**config.mk**
```make
export PLATFORM = sky130hd
export DESIGN_NAME = sfwd_supervisor
export DESIGN_NICKNAME = d
export VERILOG_FILES = /design/src/core/sfwd_pkg.sv /design/src/core/sfwd_pin_filter.sv /design/src/core/sfwd_supervisor.sv
export SDC_FILE = /design/constraint.sdc
export NUM_CORES = 1
export LEC_CHECK = 0
export BUFFER_PORTS_ARGS = -buffer_cell sky130_fd_sc_hd__buf_2
export CAP_MARGIN = 20
export CORE_MARGIN = 4
export CORE_UTILIZATION = 35
export CTS_CLUSTER_SIZE = 40
export DETAILED_ROUTE_END_ITERATION = 10
export SYNTH_ARGS = -nofsm -noshare
export SYNTH_HDL_FRONTEND = slang
export SYNTH_SLANG_ARGS = --single-unit
export TNS_END_PERCENT = 5
```
**constraint.sdc**
```tcl
create_clock -name i_sys_clk -period 6.4 [get_ports i_sys_clk]
set_input_delay 0.64 -clock i_sys_clk [delete_from_list [all_inputs] [get_ports i_sys_clk]]
set_output_delay 0.64 -clock i_sys_clk [all_outputs]
set_load 0.02 [all_outputs]
```
**src/core/sfwd_pkg.sv**
```systemverilog
// Constants, field layouts and timing counts for the supervisor watchdog and reset block.
// Assumes a single 25 MHz system clock, from which every slower rate is derived.
// Functional notes
// [RQ1] Watchdog settings live in one register, 09h.
// [RQ2] Resolution codes: 1/16, 1/4, 1, 4 seconds.
// [RQ3] Period equals multiplier times resolution step.
// [RQ4] Expiry may be one step early or late.
// [RQ5] Unserviced expiry sets flag, then interrupt or reset.
// [RQ6] Top bit steers: 0 interrupt, 1 reset pulse.
// [RQ7] Reset-steered expiry clears watchdog and four control bits.
// [RQ8] Pin edge or register write restarts the period.
// [RQ9] Pin edge or 00h write clears interrupt, disables.
// [RQ10] Flags read clears flag, leaves interrupt asserted.
// [RQ11] Power-up clears register, watchdog starts disabled.
// [RQ12] Supply fail holds reset low, then recovery time.
// [RQ13] Power-on clears the listed control bits.
// [RQ14] Both reset inputs mimic a power-cycle reset.
// [RQ15] Reset-input pulses below minimum width are ignored.
// [RQ16] First input falling edge, second input rising edge.
// [RQ17] Reset released recovery time after input inactive.
// [RQ18] Recovery time chosen by select and stop bits.
// [RQ19] Sixteenth-second tick drives a down-counting multiplier.
package sfwd_pkg;
   localparam int unsigned CLK_MHZ          = 25;
   localparam int unsigned CLK_PERIOD_NS    = 40;
   // Register map and field layout.
   localparam int unsigned REG_W            = 8;
   localparam logic [7:0]  ADDR_WD_CFG      = 8'h09;
   localparam logic [7:0]  ADDR_FLAGS       = 8'h0f;
   localparam logic [7:0]  WD_CFG_RESET     = 8'h00;
   localparam int unsigned WD_STEER_BIT     = 7;
   localparam int unsigned WD_MULT_MSB      = 6;
   localparam int unsigned WD_MULT_LSB      = 2;
   localparam int unsigned WD_RES_MSB       = 1;
   localparam int unsigned WD_RES_LSB       = 0;
   localparam int unsigned FLAG_WD_BIT      = 7;
   // Loose control bits, one vector.
   localparam int unsigned AUX_W            = 9;
   localparam int unsigned AUX_FREQ_TEST    = 0;
   localparam int unsigned AUX_ALARM_IRQ    = 1;
   localparam int unsigned AUX_ALARM_BACKUP = 2;
   localparam int unsigned AUX_SQUARE_WAVE  = 3;
   localparam int unsigned AUX_OSC_FAIL_IRQ = 4;
   localparam int unsigned AUX_TIE_A        = 5;
   localparam int unsigned AUX_TIE_B        = 6;
   localparam int unsigned AUX_REC_SEL      = 7;
   localparam int unsigned AUX_OSC_STOP     = 8;
   localparam logic [8:0]  AUX_RESET        = 9'h000;
   localparam logic [8:0]  AUX_WD_CLR_MASK  = 9'h00f;
   // Resolution step lengths in sixteenth-second ticks.
   localparam logic [6:0]  STEP_R0          = 7'h01;
   localparam logic [6:0]  STEP_R1          = 7'h04;
   localparam logic [6:0]  STEP_R2          = 7'h10;
   localparam logic [6:0]  STEP_R3          = 7'h40;
   // Times in their own units and the derived cycle counts.
   localparam int unsigned T_BASE_TICK_US   = 62500;
   localparam int unsigned T_TREC_STD_MS    = 96;
   localparam int unsigned T_TREC_STOP_MS   = 100;
   localparam int unsigned T_TREC_FAST_US   = 1000;
   localparam int unsigned T_MIN_PULSE_NS   = 150;
   localparam int unsigned BASE_TICK_CYC    = T_BASE_TICK_US * CLK_MHZ;
   localparam int unsigned TREC_STD_CYC     = T_TREC_STD_MS * 1000 * CLK_MHZ;
   localparam int unsigned TREC_STOP_CYC    = T_TREC_STOP_MS * 1000 * CLK_MHZ;
   localparam int unsigned TREC_FAST_CYC    = T_TREC_FAST_US * CLK_MHZ;
   localparam int unsigned MIN_PULSE_CYC    = (T_MIN_PULSE_NS * CLK_MHZ + 999) / 1000;
   localparam int unsigned BASE_CNT_W       = 21;
   localparam int unsigned TREC_CNT_W       = 22;
   localparam logic [1:0]  PIN_IDLE         = 2'b11;

   typedef enum logic [1:0]
   {
      WD_IDLE = 2'b00,
      WD_RUN  = 2'b01,
      WD_IRQ  = 2'b11
   } sfwd_wd_state_t;
endpackage

```
**src/core/sfwd_pin_filter.sv**
```systemverilog
// Synchroniser and width filter for one reset input pin.
// Assumes the pin is asynchronous to the system clock and idles at the given level.
`timescale 1ns/1ps
module sfwd_pin_filter
#(
   parameter logic P_IDLE = 1'b1
)
(
   input  wire logic i_sys_clk,
   input  wire logic i_rst_b,
   input  wire logic i_pin,
   output logic      o_level
);
   import sfwd_pkg::*;

   logic       sync1_ff;
   logic       sync2_ff;
   logic [2:0] stable_ff;
   logic       level_ff;

   always_ff @(posedge i_sys_clk or negedge i_rst_b)
   begin
      if (!i_rst_b)
      begin
         sync1_ff <= P_IDLE;
         sync2_ff <= P_IDLE;
      end
      else
      begin
         sync1_ff <= i_pin;
         sync2_ff <= sync1_ff;
      end
   end

   // A new level must persist for the whole minimum width before it is believed.
   always_ff @(posedge i_sys_clk or negedge i_rst_b)
   begin
      if (!i_rst_b)
      begin
         stable_ff <= 3'h0;
         level_ff  <= P_IDLE;
      end
      else if (sync2_ff == level_ff)
      begin
         stable_ff <= 3'h0;
      end
      else if (stable_ff == 3'(MIN_PULSE_CYC - 1))
      begin
         stable_ff <= 3'h0;
         level_ff  <= sync2_ff; // RQ15
      end
      else
      begin
         stable_ff <= stable_ff + 3'h1;
      end
   end

   assign o_level = level_ff;

   AST_FILTER_WIDTH: assert property (@(posedge i_sys_clk) disable iff (!i_rst_b) // RQ15
      (level_ff != $past(level_ff)) |-> ($past(sync2_ff, 1) == level_ff
                                          && $past(sync2_ff, 4) == level_ff))
      else $error("Filtered reset input changed on a short pulse.");
endmodule

```
**src/core/sfwd_supervisor.sv**
```systemverilog
// Watchdog timer, power-on reset and external reset sequencer of the supervisor.
// Assumes host register accesses arrive as single-cycle strobes on the system clock,
// and that the pins are asynchronous and are synchronised here.
`timescale 1ns/1ps
module sfwd_supervisor
#(
   parameter int unsigned P_BASE_TICK_CYC = sfwd_pkg::BASE_TICK_CYC,
   parameter int unsigned P_TREC_STD_CYC  = sfwd_pkg::TREC_STD_CYC,
   parameter int unsigned P_TREC_STOP_CYC = sfwd_pkg::TREC_STOP_CYC,
   parameter int unsigned P_TREC_FAST_CYC = sfwd_pkg::TREC_FAST_CYC
)
(
   input  wire logic                        i_sys_clk,
   input  wire logic                        i_rst_b,
   input  wire logic                        i_service_input_pin,
   input  wire logic                        i_reset_in_falling,
   input  wire logic                        i_reset_in_rising,
   input  wire logic                        i_supply_fail_trip,
   input  wire logic                        i_reg_wr,
   input  wire logic                        i_reg_rd,
   input  wire logic [7:0]                  i_reg_addr,
   input  wire logic [sfwd_pkg::REG_W-1:0]  i_reg_wdata,
   input  wire logic                        i_aux_wr,
   input  wire logic [sfwd_pkg::AUX_W-1:0]  i_aux_wdata,
   output logic      [sfwd_pkg::REG_W-1:0]  o_reg_rdata,
   output logic      [sfwd_pkg::AUX_W-1:0]  o_aux_bits,
   output logic                             o_irq_out,
   output logic                             o_irq_oe_b,
   output logic                             o_rst_out,
   output logic                             o_rst_oe_b
);
   import sfwd_pkg::*;

   function automatic logic [6:0] step_len(input logic [1:0] res);
      case (res)
         2'b00:   step_len = STEP_R0;
         2'b01:   step_len = STEP_R1;
         2'b10:   step_len = STEP_R2;
         default: step_len = STEP_R3;
      endcase
   endfunction

   function automatic logic [TREC_CNT_W-1:0] trec_len(input logic rec_sel, input logic osc_stop);
      if (rec_sel)
         trec_len = TREC_CNT_W'(P_TREC_FAST_CYC);
      else if (osc_stop)
         trec_len = TREC_CNT_W'(P_TREC_STOP_CYC);
      else
         trec_len = TREC_CNT_W'(P_TREC_STD_CYC);
   endfunction

   logic [REG_W-1:0]      wd_cfg_ff;
   logic [AUX_W-1:0]      aux_ff;
   logic                  flag_ff;
   logic [REG_W-1:0]      rdata_ff;
   sfwd_wd_state_t        state_ff;
   sfwd_wd_state_t        nxt_state;
   logic [4:0]            wd_cnt_ff;
   logic [6:0]            pre_cnt_ff;
   logic [BASE_CNT_W-1:0] base_cnt_ff;
   logic                  base_tick;
   logic                  step_tick;
   logic                  timeout;
   logic                  wd_reset_req;
   logic                  cfg_write;
   logic                  flag_read;
   logic                  restart;
   logic [4:0]            cfg_mult;
   logic [1:0]            cfg_res;
   logic                  svc_s1_ff;
   logic                  svc_s2_ff;
   logic                  svc_s3_ff;
   logic                  svc_edge;
   logic                  pf_s1_ff;
   logic                  pf_s2_ff;
   logic [1:0]            rin_level;
   logic                  rin2_prev_ff;
   logic                  rin2_rise;
   logic                  por_pend_ff;
   logic                  rst_src;
   logic [TREC_CNT_W-1:0] rec_cnt_ff;
   logic                  irq_oe_b_ff;
   logic                  rst_oe_b_ff;

   assign cfg_write = i_reg_wr && (i_reg_addr == ADDR_WD_CFG); // RQ1
   assign flag_read = i_reg_rd && (i_reg_addr == ADDR_FLAGS);
   assign cfg_mult  = wd_cfg_ff[WD_MULT_MSB:WD_MULT_LSB];
   assign cfg_res   = wd_cfg_ff[WD_RES_MSB:WD_RES_LSB];

   // Pin synchronisers; the second stages feed the logic, and the service pin's third stage feeds its edge detector.
   always_ff @(posedge i_sys_clk or negedge i_rst_b)
   begin
      if (!i_rst_b)
      begin
         svc_s1_ff <= 1'b0;
         svc_s2_ff <= 1'b0;
         svc_s3_ff <= 1'b0;
         pf_s1_ff  <= 1'b0;
         pf_s2_ff  <= 1'b0;
      end
      else
      begin
         svc_s1_ff <= i_service_input_pin;
         svc_s2_ff <= svc_s1_ff;
         svc_s3_ff <= svc_s2_ff;
         pf_s1_ff  <= i_supply_fail_trip;
         pf_s2_ff  <= pf_s1_ff;
      end
   end

   assign svc_edge = svc_s2_ff ^ svc_s3_ff; // RQ8

   // Free-running sixteenth-second tick. It is not restarted by a service, which is the
   // source of the allowed one-step error and saves a reload path on a wide counter.
   always_ff @(posedge i_sys_clk or negedge i_rst_b)
   begin
      if (!i_rst_b)
         base_cnt_ff <= '0;
      else if (base_tick)
         base_cnt_ff <= '0;
      else
         base_cnt_ff <= base_cnt_ff + 1'b1; // RQ19
   end

   assign base_tick = (base_cnt_ff == BASE_CNT_W'(P_BASE_TICK_CYC - 1)); // RQ19 RQ4
   assign step_tick = base_tick && (pre_cnt_ff == step_len(cfg_res) - 7'h01); // RQ2
   assign timeout   = (state_ff == WD_RUN) && step_tick && (wd_cnt_ff == 5'h01); // RQ3 RQ5
   assign wd_reset_req = timeout && wd_cfg_ff[WD_STEER_BIT]; // RQ6
   assign restart   = cfg_write || (svc_edge && (state_ff == WD_RUN)); // RQ8

   always_comb
   begin
      nxt_state = state_ff;
      case (state_ff)
         WD_IDLE:
         begin
            if (cfg_write && (i_reg_wdata[WD_MULT_MSB:WD_MULT_LSB] != 5'h00))
               nxt_state = WD_RUN;
         end
         WD_RUN:
         begin
            if (timeout)
               nxt_state = wd_cfg_ff[WD_STEER_BIT] ? WD_IDLE : WD_IRQ; // RQ6
            else if (cfg_write && (i_reg_wdata[WD_MULT_MSB:WD_MULT_LSB] == 5'h00))
               nxt_state = WD_IDLE;
         end
         WD_IRQ:
         begin
            if (svc_edge)
               nxt_state = WD_IDLE; // RQ9
            else if (cfg_write)
               nxt_state = (i_reg_wdata[WD_MULT_MSB:WD_MULT_LSB] == 5'h00) ? WD_IDLE : WD_RUN;
         end
         default:
            nxt_state = WD_IDLE;
      endcase
   end

   always_ff @(posedge i_sys_clk or negedge i_rst_b)
   begin
      if (!i_rst_b)
      begin
         state_ff    <= WD_IDLE; // RQ11
         irq_oe_b_ff <= 1'b1;
      end
      else
      begin
         state_ff    <= nxt_state;
         irq_oe_b_ff <= (nxt_state != WD_IRQ); // RQ6 RQ9 RQ10
      end
   end

   // Countdown of resolution steps from the programmed multiplier.
   always_ff @(posedge i_sys_clk or negedge i_rst_b)
   begin
      if (!i_rst_b)
      begin
         wd_cnt_ff  <= 5'h00;
         pre_cnt_ff <= 7'h00;
      end
      else if (cfg_write)
      begin
         wd_cnt_ff  <= i_reg_wdata[WD_MULT_MSB:WD_MULT_LSB]; // RQ8
         pre_cnt_ff <= 7'h00;
      end
      else if (restart)
      begin
         wd_cnt_ff  <= cfg_mult; // RQ8
         pre_cnt_ff <= 7'h00;
      end
      else if (step_tick)
      begin
         wd_cnt_ff  <= wd_cnt_ff - 5'h01; // RQ19
         pre_cnt_ff <= 7'h00;
      end
      else if (base_tick)
      begin
         pre_cnt_ff <= pre_cnt_ff + 7'h01;
      end
   end

   // A reset-steered expiry wins over a write landing in the same cycle.
   always_ff @(posedge i_sys_clk or negedge i_rst_b)
   begin
      if (!i_rst_b)
         wd_cfg_ff <= WD_CFG_RESET; // RQ11 RQ13
      else if (wd_reset_req)
         wd_cfg_ff <= WD_CFG_RESET; // RQ7
      else if (cfg_write)
         wd_cfg_ff <= i_reg_wdata; // RQ1
   end

   always_ff @(posedge i_sys_clk or negedge i_rst_b)
   begin
      if (!i_rst_b)
         aux_ff <= AUX_RESET; // RQ13
      else if (wd_reset_req)
         aux_ff <= aux_ff & ~AUX_WD_CLR_MASK; // RQ7
      else if (i_aux_wr)
         aux_ff <= i_aux_wdata;
   end

   // Expiry beats a flags read in the same cycle so the event is never lost.
   always_ff @(posedge i_sys_clk or negedge i_rst_b)
   begin
      if (!i_rst_b)
         flag_ff <= 1'b0;
      else if (timeout)
         flag_ff <= 1'b1; // RQ5
      else if (flag_read)
         flag_ff <= 1'b0; // RQ10
   end

   always_ff @(posedge i_sys_clk or negedge i_rst_b)
   begin
      if (!i_rst_b)
         rdata_ff <= 8'h00;
      else if (i_reg_rd)
      begin
         if (i_reg_addr == ADDR_WD_CFG)
            rdata_ff <= wd_cfg_ff;
         else if (i_reg_addr == ADDR_FLAGS)
            rdata_ff <= {flag_ff, 7'h00};
         else
            rdata_ff <= 8'h00;
      end
   end

   // Reset inputs; both idle high behind their pull-ups.
   genvar gi;
   generate
      for (gi = 0; gi < 2; gi++)
      begin : g_rin
         sfwd_pin_filter #(.P_IDLE(PIN_IDLE[gi])) u_filter
         (
            .i_sys_clk (i_sys_clk),
            .i_rst_b   (i_rst_b),
            .i_pin     ((gi == 0) ? i_reset_in_falling : i_reset_in_rising),
            .o_level   (rin_level[gi])
         );
      end
   endgenerate

   always_ff @(posedge i_sys_clk or negedge i_rst_b)
   begin
      if (!i_rst_b)
         rin2_prev_ff <= 1'b1;
      else
         rin2_prev_ff <= rin_level[1];
   end

   assign rin2_rise = rin_level[1] && !rin2_prev_ff; // RQ16

   // The power-on pulse is started by the first clock after release, since an
   // asynchronous reset may only load constants.
   always_ff @(posedge i_sys_clk or negedge i_rst_b)
   begin
      if (!i_rst_b)
         por_pend_ff <= 1'b1;
      else
         por_pend_ff <= 1'b0;
   end

   assign rst_src = por_pend_ff || pf_s2_ff || !rin_level[0] || rin2_rise // RQ12 RQ14 RQ16
                    || wd_reset_req; // RQ6

   // Any source reloads the recovery count; the pin stays low until it drains.
   always_ff @(posedge i_sys_clk or negedge i_rst_b)
   begin
      if (!i_rst_b)
         rec_cnt_ff <= '0;
      else if (rst_src)
         rec_cnt_ff <= trec_len(aux_ff[AUX_REC_SEL], aux_ff[AUX_OSC_STOP]); // RQ17 RQ18
      else if (rec_cnt_ff != '0)
         rec_cnt_ff <= rec_cnt_ff - 1'b1; // RQ17
   end

   always_ff @(posedge i_sys_clk or negedge i_rst_b)
   begin
      if (!i_rst_b)
         rst_oe_b_ff <= 1'b0; // RQ12
      else
         rst_oe_b_ff <= !(rst_src || (rec_cnt_ff > TREC_CNT_W'(1))); // RQ14 RQ17
   end

   assign o_reg_rdata = rdata_ff;
   assign o_aux_bits  = aux_ff;
   assign o_irq_out   = 1'b0;
   assign o_irq_oe_b  = irq_oe_b_ff;
   assign o_rst_out   = 1'b0;
   assign o_rst_oe_b  = rst_oe_b_ff;

   AST_CFG_LOAD: assert property (@(posedge i_sys_clk) disable iff (!i_rst_b) // RQ8
      (cfg_write && !timeout && i_reg_wdata[WD_MULT_MSB:WD_MULT_LSB] != 5'h00)
      |=> (wd_cnt_ff == $past(i_reg_wdata[WD_MULT_MSB:WD_MULT_LSB])) && state_ff == WD_RUN
          && pre_cnt_ff == 7'h00)
      else $error("Watchdog write did not restart the period.");

   AST_SVC_RESTART: assert property (@(posedge i_sys_clk) disable iff (!i_rst_b) // RQ8
      (svc_edge && state_ff == WD_RUN && !cfg_write && !timeout)
      |=> wd_cnt_ff == cfg_mult && pre_cnt_ff == 7'h00)
      else $error("Service edge did not restart the period.");

   AST_STEP_LEN: assert property (@(posedge i_sys_clk) disable iff (!i_rst_b) // RQ2
      (step_tick && state_ff == WD_RUN) |-> pre_cnt_ff == step_len(cfg_res) - 7'h01)
      else $error("Resolution step has the wrong length.");

   AST_FLAG_SET: assert property (@(posedge i_sys_clk) disable iff (!i_rst_b) // RQ5
      timeout |=> flag_ff)
      else $error("Expiry did not set the watchdog flag.");

   AST_IRQ_ON_EXPIRY: assert property (@(posedge i_sys_clk) disable iff (!i_rst_b) // RQ6
      (timeout && !wd_cfg_ff[WD_STEER_BIT]) |-> !wd_reset_req
                                              ##1 (!o_irq_oe_b && state_ff == WD_IRQ))
      else $error("Interrupt-steered expiry did not assert the interrupt.");

   AST_RST_ON_EXPIRY: assert property (@(posedge i_sys_clk) disable iff (!i_rst_b) // RQ6
      wd_reset_req |=> !o_rst_oe_b ##1 !o_rst_oe_b)
      else $error("Reset-steered expiry did not pull the reset low.");

   AST_EXPIRY_CLEAR: assert property (@(posedge i_sys_clk) disable iff (!i_rst_b) // RQ7
      wd_reset_req |=> wd_cfg_ff == 8'h00 && (aux_ff & AUX_WD_CLR_MASK) == 9'h000
                       && state_ff == WD_IDLE && o_irq_oe_b)
      else $error("Reset-steered expiry left settings uncleared.");

   AST_IRQ_CLEAR: assert property (@(posedge i_sys_clk) disable iff (!i_rst_b) // RQ9
      (state_ff == WD_IRQ && (svc_edge || cfg_write && i_reg_wdata == 8'h00))
      |=> o_irq_oe_b && state_ff == WD_IDLE)
      else $error("Interrupt was not cleared by service or 00h write.");

   AST_FLAG_READ: assert property (@(posedge i_sys_clk) disable iff (!i_rst_b) // RQ10
      (flag_read && !timeout && state_ff == WD_IRQ && !svc_edge && !cfg_write)
      |=> !flag_ff && !o_irq_oe_b)
      else $error("Flags read mishandled flag or interrupt.");

   AST_RSTIN_HOLD: assert property (@(posedge i_sys_clk) disable iff (!i_rst_b) // RQ14
      (!rin_level[0] || rin2_rise || pf_s2_ff) |=> !o_rst_oe_b)
      else $error("Reset source did not drive the reset output.");

   AST_REC_HOLD: assert property (@(posedge i_sys_clk) disable iff (!i_rst_b) // RQ17
      (!rst_src && rec_cnt_ff > TREC_CNT_W'(2)) |=> !o_rst_oe_b && rec_cnt_ff == $past(rec_cnt_ff) - 1'b1)
      else $error("Reset released before the recovery time ran out.");

   AST_REC_SELECT: assert property (@(posedge i_sys_clk) disable iff (!i_rst_b) // RQ18
      rst_src |=> rec_cnt_ff == trec_len($past(aux_ff[AUX_REC_SEL]), $past(aux_ff[AUX_OSC_STOP])))
      else $error("Recovery time does not follow select and stop bits.");

   COV_IRQ_EXPIRY: cover property (@(posedge i_sys_clk) disable iff (!i_rst_b)
      timeout && !wd_cfg_ff[WD_STEER_BIT]);

   COV_RST_EXPIRY: cover property (@(posedge i_sys_clk) disable iff (!i_rst_b)
      wd_reset_req);

   COV_FLAG_READ: cover property (@(posedge i_sys_clk) disable iff (!i_rst_b)
      flag_read && flag_ff);

   COV_EXT_RESET: cover property (@(posedge i_sys_clk) disable iff (!i_rst_b)
      rin2_rise ##1 !rin_level[0]);
endmodule

```
# [After elaboration in Yosys (flattened, before gate mapping)]
# Index checks and enable logic that the tools add are counted.
[word_totals] input_bits=34 ff_bits=104 wordCells=119
[classes] reduce_logical=33 magnitude_cmp=1 eq_ne=14 n_addsub=7 muxes=33 n_bitwise=4
[op_table] op="22-bit two-way mux" count=3
[op_table] op="8-bit two-way mux" count=4
[op_table] op="7-bit two-way mux" count=4
[op_table] op="22-bit by 1-bit > comparator with 1-bit output (second input constant)" count=1
[op_table] op="22-bit nonzero test" count=1
[op_table] op="22-bit by 1-bit subtractor with 22-bit output (second input constant)" count=1
[op_table] op="21-bit by 1-bit adder with 21-bit output (second input constant)" count=1
[op_table] op="21-bit equality test (second input constant)" count=1
[op_table] op="21-bit two-way mux" count=1
[op_table] op="7-bit one-hot mux with 3 select lines" count=1
[op_table] op="18-bit two-way mux" count=1
[op_table] op="8-bit by 4-bit equality test with 1-bit output (second input constant)" count=2
[op_table] op="5-bit two-way mux" count=3
[op_table] op="2-bit two-way mux" count=6
[op_table] op="3-bit two-way mux" count=4
[op_table] op="1-bit logical AND" count=10
[op_table] op="4-bit two-way mux" count=2
[op_table] op="2-bit nonzero test" count=4
[op_table] op="7-bit by 1-bit adder with 7-bit output (second input constant)" count=1
[op_table] op="7-bit equality test" count=1
[op_table] op="7-bit by 1-bit subtractor with 7-bit output (second input constant)" count=1
[op_table] op="3-bit by 1-bit adder with 3-bit output (second input constant)" count=2
[op_table] op="3-bit by 2-bit equality test with 1-bit output (second input constant)" count=2
[op_table] op="1-bit logical OR" count=6
[op_table] op="other kinds (17)" count=29

# [Depth between registers and ports, before layout]
# Gate-level depths: netlist (run 1).
[depth] ltp_word=11 depth_mapped=9

# [Modules after synthesis]
# A second synthesis (run 1) with hierarchy kept.
[hier_totals] hier_cells=483 area_unflattened_um2=5041.1
[modules_own_cells] mod="sfwd_supervisor" area_per_inst_um2=4600.7 cells_per_inst=457 instances=1
[modules_own_cells] mod="sfwd_pin_filter" area_per_inst_um2=220.2 cells_per_inst=13 instances=2

# [Worst setup path after synthesis (run 1)]
# Ideal clock, no wire load.
[synth_path] kind="flip-flop to flip-flop" start="reg wd_cfg_ff[1]" end="reg aux_ff[4], in the netlist o_aux_bits[4]" n_path_buf=0 slack_ns=3.957 t_required_ns=6.273 stages_incl_launch_ff=9 synth_period_minus_slack_ns=2.443 setup_time_ns=0.127 t_arrival_ns=2.316 path_cell_list="dfrtp_1 or2_2 ha_1 xnor2_1 nor3_1 o21ai_2 nor4_4 nor2b_1 mux2_1"
[synth_between] elab_chain_cells=10 elab_cells_between_ends=12
[synth_rtl] item="start, declared" line="sfwd_supervisor.sv:52" text="logic [REG_W-1:0] wd_cfg_ff;"
[synth_rtl] item="start signal, assigned" line="sfwd_supervisor.sv:210" text="wd_cfg_ff <= i_reg_wdata;"
[synth_rtl] item="2-bit equality test (tied with other cells)" line="sfwd_supervisor.sv:35" text="case (res)"
[synth_rtl] item="7-bit one-hot mux with 3 select lines (*)" line="sfwd_supervisor.sv:35"
[synth_rtl] item="7-bit by 1-bit subtractor with 7-bit output (*)" line="sfwd_supervisor.sv:126" text="assign step_tick = base_tick && (pre_cnt_ff == step_len(cfg_res) - 7'h01);"
[synth_rtl] item="7-bit equality test (*)" line="sfwd_supervisor.sv:126"
[synth_rtl] item="1-bit logical AND (*)" line="sfwd_supervisor.sv:126"
[synth_rtl] item="1-bit logical AND (*) (2 in series)" line="sfwd_supervisor.sv:127" text="assign timeout = (state_ff == WD_RUN) && step_tick && (wd_cnt_ff == 5'h01);"
[synth_rtl] item="1-bit logical AND (*)" line="sfwd_supervisor.sv:128" text="assign wd_reset_req = timeout && wd_cfg_ff[WD_STEER_BIT];"
[synth_rtl] item="1-bit NOT (no source line) (*)"
[synth_rtl] item="2-bit AND reduction (no source line) (*)"
[synth_rtl] item="end signal, assigned" line="sfwd_supervisor.sv:218" text="aux_ff <= aux_ff & ~AUX_WD_CLR_MASK;"
[synth_rtl] item="end signal, assigned" line="sfwd_supervisor.sv:220" text="aux_ff <= i_aux_wdata;"
[synth_rtl] item="end, declared" line="sfwd_supervisor.sv:53" text="logic [AUX_W-1:0] aux_ff;"
# Every way passes the cells marked *; elsewhere a longest branch is shown, timed or not.
# A chain may end at the register's enable or synchronous reset.

# [Final worst setup path (run 1)]
[layout_path] start="reg wd_cfg_ff[0]" end="reg aux_ff[5], in the netlist o_aux_bits[5]"
# The elaborated chain is that of the path after synthesis.

==> summary.txt, run 1 <==
Placed design
  • IO buf count: 52
  • Dpl hpwl: 7200 microns
  • Place WS: 3.23 ns
  • Area post-placement: 5410 sq um
  • Routability congestion estimate: 0.775

Clock network
  • TritonCTS clock tree: done
  • Worst skew pair latency: 0.35 ns
  • CTS root buffer: clkbuf_16
  • Postcts setup bufs: 0
  • PostCTS Resize Cnt: 0
  • CTS Hold Buffers Added: 0
  • CTS Sinks: 104
  • CTS Buf Count: 9
  • Max Root-Sink Buffers: 2
  • H-tree depth: 3
  • CTS clock-pin slew for the worst setup and hold paths: 0.06 ns

Final layout
  • Core Util, Final: 41.2%
  • Most frequent cells in the layout: dfrtp_1, nor2_1, buf_2
  • # fillers: 1382
  • Fraction of layout cells with a size suffix above 1: 17.1%
  • Nets: 576
  • Area of the multi-input gates: 2210 sq um
  • Area grow syn2layout: 15.1%
  • Commonest non-fill, non-tap cell in the layout: dfrtp_1
  • Finished Cell Area: 5720 sq um
  • Register area: 2610 sq um
  • Antenna Cells: 0

Synthesis
  • Post-synth EDFFs: 0
  • Syn_area_per_cell: 10.4 sq um
  • Synth warn: 0
  • Cell count after synthesis: 480
  • Synth Flop Type: dfrtp_1
  • Post-synthesis sequential area ratio: 52.6%
  • Post-synth ARST share: 100%
  • Synth Register Bits: 104
  • Synth Cell Area: 4970 sq um
  • Synth unique cells: 56

STA
  • Post-route clock period utilization: 49.1%
  • Final setup vio count: 0
  • Peak Freq: 318 MHz
  • Worst slew margin: 37.8%
  • Total negative slack: 0 ns
  • RSZ-0062 raised after global routing: false
  • Final hold vios: 0
  • Max-slew violation count: 0
  • Clock skew: 0.00563 ns
  • Slew @ Worst Pin: 0.927 ns
  • Final min period: 3.14 ns
  • Final WS setup: 3.26 ns

Floorplan
  • Row count: 43
  • Boundary pin count: 55
  • Area of the die: 16200 sq um
  • DIE HEIGHT: 127 microns
  • Initial Utilization: 35.8%
  • CORE AREA: 13900 sq um
  • Die X: 127 microns

Power and ir drop
  • Peak supply drop: 0.175 mV
  • Leakage: 0.00251 uW
  • Final Total Pwr: 1630 uW
  • Pwr dens: 284 nW/um^2

Global routing
  • Initial antenna violation count: 0
  • Largest net degree at the start of global routing: 72
  • First-pass GRT wire length: 17700 microns
  • Vias in the first global route: 3779
  • Gr usage total: 13.3%
  • Overflow after GRT: 0

Worst setup path
  • Critical setup path kind: reg2reg
  • Delay-heaviest family, CP: simple AND/OR/NAND/NOR gates
  • Setup crit end kind: flop
  • Startpoint Class: flop
  • CP Max Fanout: 14
  • WP data required: 6.63 ns
  • Critical path arrival: 3.37 ns
  • Slowest-stage cell, CP: nor4_4
  • Buffer and inverter count on the worst path: 0
  • Max stage delay on crit path: 0.73 ns
  • CP Cell Sequence: or2_2 > ha_1 > xnor2_1 > nor3_1 > o21ai_2 > nor4_4 > nor2b_1 > mux2_1

Drt
  • DR DRC count: 0
  • Vias: 3648
  • Post-DRT Antenna Nets: 0
  • Routed length per instance: 14.1 microns
  • Vias/cell: 5.08
  • Detailed Route Iter0 Violations: 263
  • First-pass DRT Iterations: 4
  • Total wire length: 10100 microns

Job
  • Max Cap Viol: 0

Hold path
  • Worst hold path type: in2async

Run status
  • Status: finished, final reports clean
==> cell usage after synthesis, types with 6 or more instances <==
cell type / n / area share, %
clkbuf_1: 8 / 0.60
xnor2_1: 32 / 5.6
mux2i_1: 14 / 2.8
a21oi_1: 22 / 2.2
dfrtp_1: 95 / 48
inv_1: 22 / 1.7
nand2_1: 30 / 2.3
nor2_1: 54 / 4.1
nand3_1: 14 / 1.4
nand2b_1: 6 / 0.76
or4_1: 7 / 1.1
or3_1: 6 / 0.76
nor3b_1: 8 / 1.2
o21ai_0: 25 / 2.5
nor4_1: 7 / 0.88
xor2_1: 10 / 1.8
dfstp_2: 9 / 4.8
nor2b_1: 7 / 0.88
ha_1: 9 / 2.3
nor3_1: 20 / 2.0
==> power by group <==
group	total [uW]	switching (uW)	internal (uW)
clock	557	231	326
combinational	277	151	125
sequential	792	59.5	733
==> cell type report <==
type	count	share of cell area [%]
multi-input cells	341	38.6
flip-flops and latches	104	45.7
clock buffers	14	4.62
inverters	22	1.44
clock inverters	2	0.678
well taps	180	3.94
repair buffers	55	4.99
==> state kept, by name, indices dropped and copies added (netlist names), 2 cells and up <==
signal,flops
rec_cnt_ff,22
base_cnt_ff,21
o_aux_bits,9
o_reg_rdata,8
wd_cfg_ff,8
pre_cnt_ff,7
g_rin.u_filter.stable_ff,6
wd_cnt_ff,5
g_rin.u_filter.o_level,2
g_rin.u_filter.sync1_ff,2
g_rin.u_filter.sync2_ff,2
state_ff,2
==> metrics by stage <==
stage               hold WS (ns)  instances
floorplan                  0.331        482
global placement           0.338        702
detailed placement         0.348        702
CTS                        0.253        718
global route               0.275        718
finish                     0.244        718
==> path summary, 6_finish.rpt <==
path	depth (start not counted)	from	slack, ns	to
worst max-delay path	8	wd_cfg_ff[0]	3.26	o_aux_bits[5]
worst min-delay path	1	i_rst_b	0.24	rec_cnt_ff[6]
worst max register to register	8	wd_cfg_ff[0]	3.26	o_aux_bits[5]
worst min register to register	0	g_rin[1].u_filter.sync1_ff	0.35	g_rin[1].u_filter.sync2_ff
max in group asynchronous	2	i_rst_b	4.92	wd_cfg_ff[6]
min in group i_sys_clk	0	g_rin[1].u_filter.sync1_ff	0.35	g_rin[1].u_filter.sync2_ff
==> cell families after synthesis <==
kind of cell	after synthesis	synth area share [%]
buf+inv	37	3.12
simple gates	192	21.2
compound gates	73	8.69
other cells	1	0.0755
fa+ha+maj	9	2.27
flops	104	52.6
xor+xnor	42	7.40
mux	22	4.63
==> layer usage <==
metal | global-route usage [%] | vias to the layer above | wire length (microns)
met1 | 16.6 | 1826 | 4530
met4 | 4.54 | 0 | 161
met3 | 3.30 | 12 | 268
met5 | 0 | - | 0
li1 | - | 1772 | -
met2 | 22.7 | 38 | 5150
Power figures use the tool's default switching activity.
==> run 2, diff against run 1 <==
Clock period 6.4 ns to 2.7 ns, I/O delays scaled along.
==> run 2 against run 1 <==
Net effect:
- utilization up 1.2 points
- clock-buffer cell count fell by 3
- clock skew rose by 0.0011 ns
- clock power grew 140%
- non-clock buffer count up 17
- first-iteration DRC count shrank 16%
- combinational power rose by 150%
- largest power group unchanged
- highest routed layer unchanged
==> summary.txt, run 2 (same netlist as run 1, synthesis figures left out) <==
STA
  • Worst slew margin: 48.5% (+11 points)
  • Final hold vios: 0 (unchanged)
  • Slew @ Worst Pin: 0.766 ns (-0.161 ns)
  • Post-route clock period utilization: 95.0% (+46 points)
  • Peak Freq: 390 MHz (+23%)
  • Final min period: 2.57 ns (-0.579 ns)
  • Max-slew violation count: 0 (unchanged)
  • Final setup vio count: 0 (unchanged)
  • Clock skew: 0.00672 ns (+0.00110 ns)

Final layout
  • Commonest non-fill, non-tap cell in the layout: dfrtp_1
  • Most frequent cells in the layout: dfrtp_1, nor2_1, buf_2
  • Fraction of layout cells with a size suffix above 1: 19.8% (+2.7 points)
  • # fillers: 1354 (-2.0%)
  • Largest Register: rec_cnt_ff
  • Core Util, Final: 42.3% (+1.2 points)
  • Max FFs per register: 22 (unchanged)
  • Area grow syn2layout: 18.3%
  • Antenna Cells: 0 (unchanged)
  • Nets: 593 (+3.0%)

Worst setup path
  • Critical path arrival: 2.80 ns (-0.57 ns)
  • Setup crit end kind: flop
  • CP startpoint: wd_cfg_ff[1]
  • Critical setup path kind: reg2reg
  • CP Max Fanout: 7 (-7)
  • Startpoint Class: flop
  • Worst reg2reg path depth: 8 (unchanged)
  • Crit Reg-Reg Endpoint: o_aux_bits[5]
  • RR Startpoint: wd_cfg_ff[1]
  • Flop2flop setup slack: 0.13 ns (-3.12 ns)
  • WP data required: 2.93 ns (-3.70 ns)

Drt
  • DR DRC count: 0 (unchanged)
  • Detailed Route Iter0 Violations: 221 (-16%)
  • Post-DRT Antenna Nets: 0 (unchanged)
  • Total wire length: 10200 microns (+0.73%)
  • First-pass DRT Iterations: 4 (unchanged)
  • Vias/cell: 4.95 (-2.6%)
  • Routed length per instance: 13.9 microns (-1.6%)
  • Vias: 3637 (-0.30%)

Global routing
  • Initial antenna violation count: 0 (unchanged)
  • Vias in the first global route: 3698 (-2.1%)
  • First-pass GRT wire length: 17500 microns (-1.2%)
  • Gr usage total: 13.3% (-0.033 points)
  • Overflow after GRT: 0 (unchanged)
  • Largest net degree at the start of global routing: 74 (+2.8%)

Hold path
  • Hold_sp: i_reset_in_rising
  • Hold Path Depth: 1
  • Hold path endpoint: g_rin[1].u_filter.sync1_ff
  • Worst hold path type: in2reg

Power and ir drop
  • Final Total Pwr: 3870 uW (+140%)
  • Pwr dens: 658 nW/um^2 (+130%)
  • Leakage: 0.00261 uW (+3.9%)
  • Peak supply drop: 0.286 mV (+64%)

Floorplan
  • Initial Utilization: 35.8% (unchanged)
  • Boundary pin count: 55 (unchanged)
  • CORE AREA: 13900 sq um (unchanged)
  • Row count: 43 (unchanged)
  • Die X: 127 microns (unchanged)
  • DIE HEIGHT: 127 microns (unchanged)
  • Area of the die: 16200 sq um (unchanged)

Clock network
  • CTS Buf Count: 9 (unchanged)
  • CTS Sinks: 104 (unchanged)
  • CTS clock-pin slew for the worst setup and hold paths: 0.07 ns (about the same)
  • Worst skew pair latency: 0.35 ns (about the same)
  • TritonCTS clock tree: done
  • H-tree depth: 3 (unchanged)
  • CTS root buffer: clkbuf_16
  • Max Root-Sink Buffers: 2 (unchanged)

Placed design
  • Dpl hpwl: 7380 microns (+2.4%)
  • IO buf count: 52 (unchanged)
  • Routability congestion estimate: 0.820 (+5.8%)

Job
  • Max Cap Viol: 0 (unchanged)

Run status
  • Status: finished, final reports clean
[run 2: cell count changes in the layout (fill, tap and decap cells not counted), sizes merged]
cell,change
buf,+15
clkbuf,-3
clkinv,+3
dlygate4sd3,+2
[run 2: worst max path at each step]
stage	cells past startpoint	to	slack, ns
floorplan	8	o_aux_bits[4]	0.26
global placement	8	o_aux_bits[5]	0.13
detailed placement	8	o_aux_bits[5]	0.02
CTS	8	o_aux_bits[5]	0.04
global route	8	o_aux_bits[5]	-0.01
finish	8	o_aux_bits[5]	0.13
[run 2: repair_timing]
action | 4_1_cts | 5_1_grt
hold buffers | 2 | 0
cloned | 0 | 0
pin swaps | 1 | 1
hold endpoints to repair | 32 | 0
resized for setup | 0 | 1
setup endpoints to repair | 1 | 17
setup buffers | 0 | 4
[run 2: report_power, final]
part           total (uW)  switching, uW  leakage, uW  internal [uW]
Clock                1310            565     0.000149            744
Combinational         686            365      0.00114            321
Sequential           1870            134      0.00132           1740
Total                3870           1060      0.00261           2800
[run 2: final cells by class]
| class | instances | area (sq um) | share of cell area (%) |
|---|---|---|---|
| Multi-Input combinational cell | 341 | 2210 | 37.7 |
| Clock buffer | 11 | 243 | 4.13 |
| Tap cell | 180 | 225 | 3.83 |
| Inverter | 22 | 82.6 | 1.40 |
| Sequential cell | 104 | 2610 | 44.5 |
| Clock inverter | 5 | 57.6 | 0.979 |
| Timing Repair Buffer | 72 | 443 | 7.54 |
[run 2: worst max-delay path: stages, from the launching register on]
cell,delay [ns]
dfrtp_1,0.37
or2_2,0.30
ha_1,0.31
xnor2_1,0.12
nor3_1,0.24
o21ai_2,0.19
nor4_4,0.37
nor2b_1,0.19
mux2_1,0.34
[run 2: through the flow]
stage               TNS [ns]  setup slack, ns  cell area, sq um  instances  hold WS, ns
global route         -0.0303          -0.0123              5880        735      0.00847
CTS                        0           0.0370              5840        731      0.00511
detailed placement         0           0.0200              5520        713        0.252
floorplan                  0            0.257              4980        482      -0.0256
global placement           0            0.127              5520        713        0.238
finish                     0            0.134              5880        735       0.0219
[run 2: layer usage]
| metal | vias to the layer above | global-route usage (%) | part of all wire, % |
|---|---|---|---|
| met1 | 1777 | 17.0 | 47 |
| met2 | 38 | 21.8 | 49 |
| met3 | 13 | 2.80 | 2.3 |
| met5 | - | 0 | 0 |
| li1 | 1809 | - | - |
| met4 | 0 | 5.80 | 1.9 |
